$ cat config.mk
export PLATFORM = sky130hd
export DESIGN_NAME = gpt16_timer
export DESIGN_NICKNAME = d
export VERILOG_FILES = /design/src/logic/gpt16_timer.v
export VERILOG_INCLUDE_DIRS = /design/src /design/src/logic
export SDC_FILE = /design/constraint.sdc
export NUM_CORES = 1
export LEC_CHECK = 0
export ABC_AREA = 1
export BUFFER_PORTS_ARGS = -buffer_cell sky130_fd_sc_hd__buf_2
export CELL_PAD_IN_SITES_DETAIL_PLACEMENT = 0
export CELL_PAD_IN_SITES_GLOBAL_PLACEMENT = 1
export CORE_ASPECT_RATIO = 0.5
export CORE_UTILIZATION = 35
export CTS_BUF_LIST = sky130_fd_sc_hd__clkbuf_16
export DETAILED_ROUTE_END_ITERATION = 10
export GPL_TIMING_DRIVEN = 0
export HOLD_SLACK_MARGIN = 0.03
export PLACE_DENSITY = 0.68
export SLEW_MARGIN = 25
export SYNTH_ARGS = -nofsm -noshare
export SYNTH_HDL_FRONTEND = slang
export SYNTH_SLANG_ARGS = --single-unit
$ cat constraint.sdc
create_clock -name core_clk -period 4.7 [get_ports core_clk]
set_clock_uncertainty 0.15 [all_clocks]
set_input_delay 0.705 -clock core_clk [delete_from_list [all_inputs] [get_ports core_clk]]
set_output_delay 0.705 -clock core_clk [all_outputs]
set_load 0.01 [all_outputs]
$ cat src/logic/gpt16_consts.vh
// Constants for the two-instance 16-bit general-purpose timer
`ifndef GPT16_CONSTS_VH
`define GPT16_CONSTS_VH
// Register modules holding instance 0 and instance 1
`define GPT16_MOD_INST0 4'h0
`define GPT16_MOD_INST1 4'h3
// Register indices inside a module
`define GPT16_IDX_CTRL 5'h0_0
`define GPT16_IDX_COUNT 5'h0_1
`define GPT16_IDX_COMP 5'h0_2
// Control register field positions
`define GPT16_BIT_RUN 12
`define GPT16_BIT_MODE 11
`define GPT16_BIT_CSEL_HI 10
`define GPT16_BIT_CSEL_LO 9
`define GPT16_BIT_IE 8
`define GPT16_BIT_FLAG 4
`define GPT16_BIT_PS_HI 2
// Reset values
`define GPT16_CTRL_RST 16'h0000
`define GPT16_COUNT_RST 16'h0000
`define GPT16_COMP_RST 16'h0000
// Free-running terminal count
`define GPT16_FREE_TOP 16'hFFFF
// Prescaler terminal counts (divisor minus one)
`define GPT16_PS_DIV1 10'h000
`define GPT16_PS_DIV4 10'h003
`define GPT16_PS_DIV16 10'h00F
`define GPT16_PS_DIV64 10'h03F
`define GPT16_PS_DIV256 10'h0FF
`define GPT16_PS_DIV1024 10'h3FF
`endif

$ cat src/logic/gpt16_timer.v
// Two 16-bit general-purpose timers reached through module/index registers
//
// Behaviour
// - Running counter increments once per prescaled tick
// - Run bit starts; clearing stops and zeroes count
// - Free mode: flag at 0xFFFF, then reload zero
// - Compare mode: flag on match, then reload zero
// - Compare value ignored in free-running mode
// - Clock select: core, peripheral, external input
// - Interrupt request when flag and enable set
// - Flag sticky, hardware sets, software writes zero
// - Prescaler divides 1..1024; codes 11X undivided
// - Two identical instances in modules 0, 3
// - Control register all zero after reset
// - Reserved control bits read zero, ignore writes
// - Peripheral clock runs at twice core rate
// - Count register read-only, resets to zero
`timescale 1ns/1ps
`include "gpt16_consts.vh"

module gpt16_timer (
   input wire core_clk,          // Core clock, 200 MHz
   input wire rst_n,             // Asynchronous reset, active low
   input wire [3:0] sfrModule,   // Register module number of the access
   input wire [4:0] sfrIndex,    // Register index within the module
   input wire sfrWrEn,           // Write strobe, one cycle
   input wire [15:0] sfrWrData,  // Write data
   input wire sfrRdEn,           // Read strobe, one cycle
   input wire extClkPin,         // External timer clock pin, asynchronous
   output reg [15:0] sfrRdData_r, // Read data, valid the cycle after the strobe
   output reg [1:0] irqReq_r     // Interrupt request per instance
);

   ////////////////////////////////////////////////////////////////////////
   // Address decode shared by the write and read paths
   function hit;
      input [3:0] modIn;
      input [4:0] idxIn;
      input [3:0] modWant;
      input [4:0] idxWant;
      begin
         hit = (modIn == modWant) && (idxIn == idxWant);
      end
   endfunction

   // Prescaler terminal count from the three-bit field
   function [9:0] psTop;
      input [2:0] code;
      begin
         case (code)
            3'h1: psTop = `GPT16_PS_DIV4;
            3'h2: psTop = `GPT16_PS_DIV16;
            3'h3: psTop = `GPT16_PS_DIV64;
            3'h4: psTop = `GPT16_PS_DIV256;
            3'h5: psTop = `GPT16_PS_DIV1024;
            default: psTop = `GPT16_PS_DIV1; // Codes 000 and 11X undivided
         endcase
      end
   endfunction

   ////////////////////////////////////////////////////////////////////////
   // Reset release through two flip-flops
   reg rstMeta_r; // First stage, read only by the second
   reg rstSyncN_r; // Reset copy used by the rest of the design

   always @(posedge core_clk or negedge rst_n) begin
      if (!rst_n) begin
         rstMeta_r <= 1'b0;
         rstSyncN_r <= 1'b0;
      end else begin
         rstMeta_r <= 1'b1;
         rstSyncN_r <= rstMeta_r;
      end
   end

   ////////////////////////////////////////////////////////////////////////
   // External clock pin: two-stage synchroniser and rising-edge detect.
   // Sampling at 200 MHz limits usable external rates well below the pin's
   // upper range; fast inputs will lose edges.
   reg extMeta_r; // First stage, read only by the second
   reg extSync_r; // Synchronised level
   reg extPrev_r; // Previous synchronised level
   wire extEdge; // One-cycle pulse per rising edge

   always @(posedge core_clk or negedge rstSyncN_r) begin
      if (!rstSyncN_r) begin
         extMeta_r <= 1'b0;
         extSync_r <= 1'b0;
         extPrev_r <= 1'b0;
      end else begin
         extMeta_r <= extClkPin;
         extSync_r <= extMeta_r;
         extPrev_r <= extSync_r;
      end
   end

   assign extEdge = extSync_r & ~extPrev_r;

   ////////////////////////////////////////////////////////////////////////
   // Timer instances
   wire [15:0] ctrlRd [0:1]; // Control readback per instance
   wire [15:0] countRd [0:1]; // Count readback per instance
   wire [15:0] compRd [0:1]; // Compare readback per instance
   wire [1:0] irqNxt; // Interrupt level per instance

   genvar g;
   generate
      for (g = 0; g < 2; g = g + 1) begin : inst
         // Each instance sits in its own register module
         wire [3:0] modNum = (g == 0) ? `GPT16_MOD_INST0 : `GPT16_MOD_INST1;
         wire wrCtrl = sfrWrEn & hit(sfrModule, sfrIndex, modNum, `GPT16_IDX_CTRL);
         wire wrComp = sfrWrEn & hit(sfrModule, sfrIndex, modNum, `GPT16_IDX_COMP);

         reg run_r; // Run control
         reg mode_r; // Mode select, 1 = compare
         reg [1:0] clkSel_r; // Clock source select
         reg ie_r; // Event interrupt enable
         reg flag_r; // Sticky event flag
         reg [2:0] ps_r; // Prescale field
         reg [15:0] count_r; // Count value
         reg [15:0] comp_r; // Compare value
         reg [9:0] pre_r; // Prescaler divider state

         reg [15:0] count_nxt;
         reg [9:0] pre_nxt;
         reg flag_nxt;
         reg hwSet; // Flag-set event this cycle
         reg [1:0] srcTicks; // Source ticks this core cycle
         reg [15:0] top; // Terminal count for the current mode
         integer k;

         // Source tick and counting step; up to two timer clocks per cycle
         always @* begin
            count_nxt = count_r;
            pre_nxt = pre_r;
            hwSet = 1'b0;
            // Compare value only matters in compare mode
            top = mode_r ? comp_r : `GPT16_FREE_TOP;
            // Peripheral source gives two ticks per core cycle
            case (clkSel_r)
               2'h2: srcTicks = 2'h2;
               2'h3: srcTicks = {1'b0, extEdge}; // range kept outside
               default: srcTicks = 2'h1;
            endcase
            for (k = 0; k < 2; k = k + 1) begin
               if (run_r && (srcTicks > k)) begin
                  if (pre_nxt == psTop(ps_r)) begin
                     pre_nxt = 10'h000;
                     // Terminal reached last tick: reload zero now
                     if (count_nxt == top) begin
                        count_nxt = 16'h0000;
                     end else begin
                        count_nxt = count_nxt + 16'h0001;
                     end
                     if (count_nxt == top) begin
                        hwSet = 1'b1;
                     end
                  end else begin
                     pre_nxt = pre_nxt + 10'h001;
                  end
               end
            end
            // Stopped: count and prescaler held at zero
            if (!run_r) begin
               count_nxt = 16'h0000;
               pre_nxt = 10'h000;
            end
            // Hardware set wins over a write of zero
            if (wrCtrl) begin
               flag_nxt = hwSet | (flag_r & sfrWrData[`GPT16_BIT_FLAG]);
            end else begin
               flag_nxt = hwSet | flag_r;
            end
         end

         // Register state
         always @(posedge core_clk or negedge rstSyncN_r) begin
            if (!rstSyncN_r) begin
               {run_r, mode_r, clkSel_r, ie_r} <= 5'h00;
               flag_r <= 1'b0;
               ps_r <= 3'h0;
               count_r <= `GPT16_COUNT_RST;
               comp_r <= `GPT16_COMP_RST;
               pre_r <= 10'h000;
            end else begin
               if (wrCtrl) begin
                  run_r <= sfrWrData[`GPT16_BIT_RUN];
                  mode_r <= sfrWrData[`GPT16_BIT_MODE];
                  clkSel_r <= sfrWrData[`GPT16_BIT_CSEL_HI:`GPT16_BIT_CSEL_LO];
                  ie_r <= sfrWrData[`GPT16_BIT_IE];
                  ps_r <= sfrWrData[`GPT16_BIT_PS_HI:0];
               end
               if (wrComp) begin
                  comp_r <= sfrWrData;
               end
               flag_r <= flag_nxt;
               count_r <= count_nxt; // Writes to the count are ignored
               pre_r <= pre_nxt;
            end
         end

         // Reserved bits read zero
         assign ctrlRd[g] = {3'h0, run_r, mode_r, clkSel_r, ie_r, 3'h0, flag_r, 1'b0, ps_r};
         assign countRd[g] = count_r;
         assign compRd[g] = comp_r;
         assign irqNxt[g] = flag_r & ie_r;
      end
   endgenerate

   ////////////////////////////////////////////////////////////////////////
   // Read mux and registered outputs; unmapped addresses read zero
   reg [15:0] rd_nxt;
   integer i;

   always @* begin
      rd_nxt = 16'h0000;
      for (i = 0; i < 2; i = i + 1) begin
         if (hit(sfrModule, sfrIndex, (i == 0) ? `GPT16_MOD_INST0 : `GPT16_MOD_INST1,
                 `GPT16_IDX_CTRL)) begin
            rd_nxt = ctrlRd[i];
         end
         if (hit(sfrModule, sfrIndex, (i == 0) ? `GPT16_MOD_INST0 : `GPT16_MOD_INST1,
                 `GPT16_IDX_COUNT)) begin
            rd_nxt = countRd[i];
         end
         if (hit(sfrModule, sfrIndex, (i == 0) ? `GPT16_MOD_INST0 : `GPT16_MOD_INST1,
                 `GPT16_IDX_COMP)) begin
            rd_nxt = compRd[i];
         end
      end
   end

   always @(posedge core_clk or negedge rstSyncN_r) begin
      if (!rstSyncN_r) begin
         sfrRdData_r <= 16'h0000;
         irqReq_r <= 2'h0;
      end else begin
         if (sfrRdEn) begin
            sfrRdData_r <= rd_nxt;
         end
         irqReq_r <= irqNxt;
      end
   end

endmodule

* Word level (Yosys, flattened, before mapping)
Index checks and enable logic that the tools add are counted.
** Storage, ports and cells
- Bits in registers :: 125
- Bits in latches :: 0
- Memory bits (writable) :: 0
- Bits in read-only memories :: 0
- Input bits :: 30
- Output and inout bits :: 18
- Word-level logic and storage cells :: 154
- Memories :: 0
** Operators by class
- Add/sub/neg operators :: 8
- Multipliers :: 0
- Div/mod/pow operators :: 0
- Magnitude comparators :: 4
- Equality and inequality tests :: 29
- Shifts and indexed selects :: 0
- Mux-type cells :: 62
- Bitwise operators :: 14
- Reductions and logical operators :: 12
** Operators by type and width (number)
- 16-bit 2-to-1 mux :: 29
- 10-bit 2-to-1 mux :: 14
- 16-bit == test :: 8
- 10-bit one-hot mux with 5 select lines :: 2
- 16-bit by 1-bit adder with 16-bit output, second input constant :: 4
- 10-bit by 1-bit adder with 10-bit output, second input constant :: 4
- 10-bit == test :: 4
- 1-bit 2-to-1 mux :: 14
- 13-bit 2-to-1 mux :: 1
- 3-bit by 2-bit == test with 1-bit output, second input constant :: 4
- 3-bit == test, second input constant :: 4
- 1-bit logical AND :: 10
- 1-bit bitwise AND :: 9
- 2-bit == test, second input constant :: 4
- 2-bit by 1-bit > comparator with 1-bit output, second input constant :: 4
- 2-bit one-hot mux with 2 select lines :: 2
- 3-bit by 1-bit == test with 1-bit output, second input constant :: 2
- 5-bit by 1-bit == test with 1-bit output, second input constant :: 1
- 5-bit by 2-bit == test with 1-bit output, second input constant :: 1
- 5-bit logical NOT :: 1
- 4-bit by 2-bit == test with 1-bit output, second input constant :: 1
- 4-bit logical NOT :: 1
- 1-bit OR :: 4
- 1-bit inverter :: 1

* Depth between registers and ports, before layout
- Word-level depth :: 21
- Mapped depth :: 29
- Depth with buffers taken out :: 28

* Least setup slack after synthesis
OpenSTA, ideal clock, no wires.
- Path kind :: reg-to-reg
- From :: reg inst[0].ps_r[2]
- To :: reg inst[0].flag_r
- Library setup time :: 65 ps
- Data arrival time :: 3067 ps
- Required time :: 4485 ps
- Path slack :: 1418 ps
- Cell stages (with the launch flop) :: 24
- Buffers on the path :: 1
- Clock period less this slack :: 3282 ps
- Cells stage by stage :: dfrtp_1 > ha_1 > nor2_1 > nand4_1 > a21oi_1 > nand4_2 > buf_2 > nand2_1 > nand2_1 > inv_1 > ha_1 > nand2_1 > nor2_1 > nand2_1 > xor2_1 > inv_1 > nand2_1 > nand2_1 > nand2_1 > nor2_1 > nand2_1 > nor2_1 > nand3_1 > nand2_1
** On the way
- Word-level cells in the longest chain between the ends :: 16
- Elaborated cells between the ends (all ways) :: 28
- Those cells by class :: add/sub: 1; eq/ne: 9; mux: 16; bitwise: 2
** Ends and longest elaborated chain
- start: declaration :: line gpt16_timer.v:119 : reg [2:0] ps_r;
- start signal: assignment :: line gpt16_timer.v:191 : ps_r <= sfrWrData[`GPT16_BIT_PS_HI:0];
- 3-bit == test (tied with other cells) :: line gpt16_timer.v:50 : case (code)
- 10-bit one-hot mux with 5 select lines * :: line gpt16_timer.v:50
- 10-bit 2-to-1 mux :: line gpt16_timer.v:146 : if (run_r && (srcTicks > k)) begin
- 10-bit == test :: line gpt16_timer.v:147 : if (pre_nxt == psTop(ps_r)) begin
- 16-bit 2-to-1 mux :: line gpt16_timer.v:147
- 16-bit 2-to-1 mux :: line gpt16_timer.v:146
- 16-bit by 1-bit adder with 16-bit output / 16-bit == test (equally long branches) :: line gpt16_timer.v:153, gpt16_timer.v:150
- 16-bit 2-to-1 mux :: line gpt16_timer.v:150 : if (count_nxt == top) begin
- 16-bit 2-to-1 mux :: line gpt16_timer.v:147
- 16-bit 2-to-1 mux :: line gpt16_timer.v:146
- 16-bit == test :: line gpt16_timer.v:155 : if (count_nxt == top) begin
- 1-bit 2-to-1 mux :: line gpt16_timer.v:155
- 1-bit 2-to-1 mux :: line gpt16_timer.v:147
- 1-bit 2-to-1 mux * :: line gpt16_timer.v:146
- 1-bit OR, on equally long branches :: line gpt16_timer.v:172, gpt16_timer.v:170
- 1-bit 2-to-1 mux * :: line gpt16_timer.v:169 : if (wrCtrl) begin
- via inst[0].flag_nxt :: line gpt16_timer.v:126 : reg flag_nxt;
- end signal: assignment :: line gpt16_timer.v:196 : flag_r <= flag_nxt;
- end: declaration :: line gpt16_timer.v:118 : reg flag_r;
Mark *: on every way through the listed nets, which the timed path passes. The rest lies on a longest branch. The select of a mux whose other input is x is not followed.
A chain may end at the register's enable or synchronous reset.

* Worst setup path after layout
- From :: reg inst[0].ps_r[1]
- To :: reg inst[0].flag_r
The elaborated chain is that of the path after synthesis.

==> impl_metrics.xml <==
<?xml version="1.0" encoding="UTF-8"?>
<metrics>
  <group name="status">
    <metric name="status" unit="">complete, no violations</metric>
  </group>
  <group name="grt">
    <metric name="maximum_number_of_pins_on_one_net_before_global_route_repair" unit="">39</metric>
    <metric name="first_global_vias" unit="">10600</metric>
    <metric name="antenna_found_initial" unit="">0</metric>
    <metric name="wire_length_of_the_first_global_routing_pass" unit="microns">60800</metric>
    <metric name="globalRouteTotalUtil" unit="%">24.7</metric>
    <metric name="gr-total-overflow" unit="">0</metric>
  </group>
  <group name="cells_and_area">
    <metric name="antenna_cells_inserted" unit="">0</metric>
    <metric name="syn2layout_area_growth" unit="%">12.4</metric>
    <metric name="drive_gt1_share" unit="%">10.9</metric>
    <metric name="nets" unit="">1887</metric>
    <metric name="instances_no_fill" unit="">2283</metric>
    <metric name="filler_cell_count" unit="">3392</metric>
  </group>
  <group name="die">
    <metric name="dieHeight" unit="microns">128</metric>
    <metric name="floorplan.io_pins" unit="">48</metric>
    <metric name="dieArea" unit="sq mm">0.0324</metric>
    <metric name="core_area" unit="sq mm">0.0307</metric>
    <metric name="start_util" unit="%">36.1</metric>
    <metric name="rows" unit="">45</metric>
    <metric name="die_x" unit="microns">253</metric>
  </group>
  <group name="setup_path">
    <metric name="worst-path-max-fanout" unit="">10</metric>
    <metric name="arrival" unit="ps">4600</metric>
    <metric name="critical_path.startpoint_type" unit="">flop</metric>
    <metric name="critical_path_class" unit="">flop to flop</metric>
    <metric name="critPathRequiredTime" unit="ps">4930</metric>
    <metric name="timing.critical_path.to_type" unit="">flop</metric>
  </group>
  <group name="detailed_routing">
    <metric name="wl_met3" unit="microns">1780</metric>
    <metric name="post-route-drc-count" unit="">0</metric>
    <metric name="ant_nets_after_route" unit="">0</metric>
    <metric name="dr.pass1.iters" unit="">5</metric>
    <metric name="top_layer_used" unit="">met4</metric>
    <metric name="dr.first_iter.drc_count" unit="">853</metric>
    <metric name="wl_met1" unit="microns">20100</metric>
    <metric name="vias_per_cell" unit="">4.94</metric>
    <metric name="route.final.wire_length" unit="microns">39000</metric>
    <metric name="average_detailed_routed_wire_length_per_instance" unit="microns">17.1</metric>
    <metric name="vias" unit="">11300</metric>
    <metric name="wl_met2" unit="microns">16300</metric>
  </group>
  <group name="sta">
    <metric name="fmaxAchievable" unit="GHz">0.229</metric>
    <metric name="final-setup-viol-count" unit="">0</metric>
    <metric name="drv_slew" unit="">0</metric>
    <metric name="rsz0062_at_grt" unit="">no</metric>
    <metric name="worst_slew_pin_slew" unit="ps">757</metric>
    <metric name="finalWorstPathRequiredPeriod" unit="ps">4370</metric>
    <metric name="post-route-period-util" unit="%">93.0</metric>
    <metric name="max-slew-margin-rel" unit="%">49.4</metric>
    <metric name="count_of_endpoints_failing_hold_in_the_final_timing_report" unit="">0</metric>
  </group>
  <group name="yosys">
    <metric name="synth_flop_cell" unit="">dfrtp_1</metric>
    <metric name="yosys_warnings" unit="">0</metric>
    <metric name="synthSimpleGateAreaFrac" unit="%">39.8</metric>
    <metric name="synth_compound_gate_area_share" unit="%">11.0</metric>
    <metric name="async_flop_share" unit="%">100</metric>
    <metric name="net_count_after_synthesis" unit="">1818</metric>
    <metric name="yosys.area_share.xor_xnor" unit="%">7.05</metric>
    <metric name="post_synth_inst_count" unit="">1778</metric>
    <metric name="synth.ff_latch_count" unit="">125</metric>
    <metric name="synth.area.mux_share" unit="%">1.62</metric>
    <metric name="post_synth_num_cell_types" unit="">52</metric>
    <metric name="synth_edf_count" unit="">0</metric>
    <metric name="dominant_combinational_cell_family_by_area_after_synthesis" unit="">simple AND/OR/NAND/NOR gates</metric>
    <metric name="total_standard_cell_area_after_synthesis" unit="sq mm">0.0111</metric>
    <metric name="synth-seq-area-share" unit="%">28.3</metric>
    <metric name="avgSynthCellArea" unit="sq um">6.22</metric>
    <metric name="fraction_of_the_mapped_netlist_area_in_adder_cells" unit="%">1.13</metric>
  </group>
  <group name="min_path">
    <metric name="hold_removal_path_class" unit="">flop to asynchronous set/reset pin</metric>
  </group>
  <group name="clock_network">
    <metric name="tritoncts" unit="">done</metric>
    <metric name="cts-resized-gates" unit="">0</metric>
    <metric name="insertion_delay_to_the_later_sink_of_the_worst_skew_pair" unit="ps">440</metric>
    <metric name="path_clk_slew" unit="ps">70</metric>
    <metric name="htree_num_levels" unit="">4</metric>
    <metric name="max-clock-path-buffers" unit="">2</metric>
    <metric name="cts_root_buffer" unit="">clkbuf_16</metric>
    <metric name="cts-buffers-inserted" unit="">17</metric>
    <metric name="numClockSinks" unit="">125</metric>
  </group>
  <group name="run">
    <metric name="maxCapViolations" unit="">0</metric>
  </group>
  <group name="power_and_ir_drop">
    <metric name="post-layout-total-power" unit="mW">2.60</metric>
    <metric name="power.density_cell_area" unit="mW/mm^2">209</metric>
    <metric name="worst_ir_drop_vdd" unit="mV">0.214</metric>
    <metric name="leakage_component_of_the_power" unit="nW">6.08</metric>
  </group>
  <group name="placement">
    <metric name="hpwlAfterDp" unit="microns">32000</metric>
    <metric name="number_of_i_o_port_buffers" unit="">46</metric>
    <metric name="placed_cells" unit="">2250</metric>
    <metric name="final_weighted_congestion_in_routability_driven_placement" unit="">0.906</metric>
  </group>
</metrics>
-- cells in the mapped netlist, drive strengths merged, types with 2 or more instances --
cell type,number,area [sq um]
ha,10,125
nor3,25,135
o22ai,43,269
dfrtp,125,3130
buf,32,253
nand3b,2,15.0
nand2,648,2520
a211oi,2,15.0
nor4,5,31.3
or2,4,25.0
nor2,190,756
o21ai,102,533
o221ai,4,35.0
inv,241,905
o2111ai,6,52.6
a21oi,26,130
o21bai,3,22.5
clkinv,2,7.51
mux2,15,169
xor2,82,718
xnor2,7,61.3
o211ai,5,42.5
nand3,130,683
clkbuf,16,60.1
nand4,32,206
a221oi,9,78.8
-- routing by layer --
| metal | GRT usage (%) | up-vias |
|---|---|---|
| met5 | 0 | - |
| met4 | 6.31 | 0 |
| met3 | 3.65 | 47 |
| met2 | 37.5 | 269 |
| met1 | 36.4 | 5165 |
| li1 | - | 5807 |
-- layout make-up --
cell class              count  area [sq um]  share of cell area, %
repair buffers             50           300                   2.41
flip-flops and latches    125          3130                   25.2
well taps                 423           529                   4.25
clock inverters            15           116                  0.935
plain buffers              48           313                   2.51
clock buffers              17           425                   3.42
multi-input cells        1362          6710                   54.0
inverters                 243           912                   7.33
-- sequential cells by signal (all words and copies together), names as in the netlist, 2 cells and up --
signal,count
inst.clkSel_r,4
inst.flag_r,2
inst.pre_r,20
inst.comp_r,32
inst.run_r,2
irqReq_r,2
inst.ie_r,2
sfrRdData_r,16
inst.ps_r,6
inst.mode_r,2
inst.count_r,32
-- critical path, cell delays in order (launching register included) --
cell and delay [ps]:
dfrtp_1 390, inv_2 70, ha_1 390, nor2_1 220, nand4_1 110, a21oi_1 260
nand4_2 290, buf_2 290, nand2_1 120, nand2_1 130, inv_1 80, ha_1 240
nand2_1 110, nor2_1 290, xor2_1 280, nand2_1 120, nand2_1 70, nand2_1 60
nor2_1 180, nand3_1 100, nor2_1 110, nand3_1 130, nand2_1 110
-- stage by stage --
step / TNS (ps) / util (%) / area (sq um) / hold slack, ps / worst slack [ps]
final: 0 / 40.5 / 12400 / 97.4 / 328
after global placement: -137730 / 38.5 / 11800 / 183 / -1130
after CTS: 0 / 40.5 / 12400 / 110 / 264
after global routing: 0 / 40.5 / 12400 / 122 / 22.9
after detailed placement: 0 / 38.7 / 11900 / 104 / 303
after floorplan: 0 / - / 11100 / 181 / 810
-- cells by family (layout without fill, tap and decap cells) --
logic type      count (synthesis)  in the layout
simple gates                 1041           1041
buf+inv                       291            373
compound gates                205            205
flops                         125            125
xor+xnor                       89             89
mux                            16             16
fa+ha+maj                      10             10
other cells                     1              1
-- final timing paths --
kind	from	slack [ps]	cells after the start	to
worst max-delay path	inst[0].ps_r[1]	330	22	inst[0].flag_r
worst min-delay path	rstSyncN_r	100	0	inst[0].count_r[14]
worst max register to register	inst[0].ps_r[1]	330	22	inst[0].flag_r
worst min register to register	rstSyncN_r	100	0	inst[0].count_r[14]
max in group asynchronous	rstSyncN_r	3490	2	inst[1].pre_r[8]
min in group core_clk	extMeta_r	200	0	extSync_r
-- cells in the final DEF (no fill, tap or decap), types with 3 or more instances in the layout --
cell,netlist,routed
nand3_1,125,125
a221oi_1,9,9
o22ai_1,43,43
inv_6,0,4
clkbuf_1,16,16
nor3_1,23,23
dfrtp_1,125,124
clkbuf_16,0,17
o211ai_1,4,4
clkinv_4,0,6
nor2_2,14,14
inv_1,234,234
a21oi_1,26,26
buf_6,12,12
nand4_1,31,31
ha_1,10,10
clkinv_1,2,3
o21ai_1,9,9
o21ai_0,87,87
nor4_1,5,5
nand3_2,4,4
o21bai_1,3,3
buf_12,0,3
buf_4,7,7
mux2_2,15,15
o2111ai_1,6,6
xnor2_1,7,7
or2_2,4,4
nor2_1,175,175
buf_2,13,59
o221ai_1,4,4
xor2_1,82,82
o21ai_2,6,6
nand2_1,615,615
inv_2,7,7
nand2_2,32,32
-- power breakdown --
group          total [mW]  switching [mW]  internal, mW
Combinational       0.229           0.158        0.0704
Clock                1.26           0.580         0.680
Sequential           1.11          0.0172          1.09
-- what timing repair did --
item                                   4_1_cts  5_1_grt
endpoints found under the hold margin        2        0
hold buffers                                 1        0
setup buffers                                0        0
Note: power is estimated with default switching activity, not from simulation.
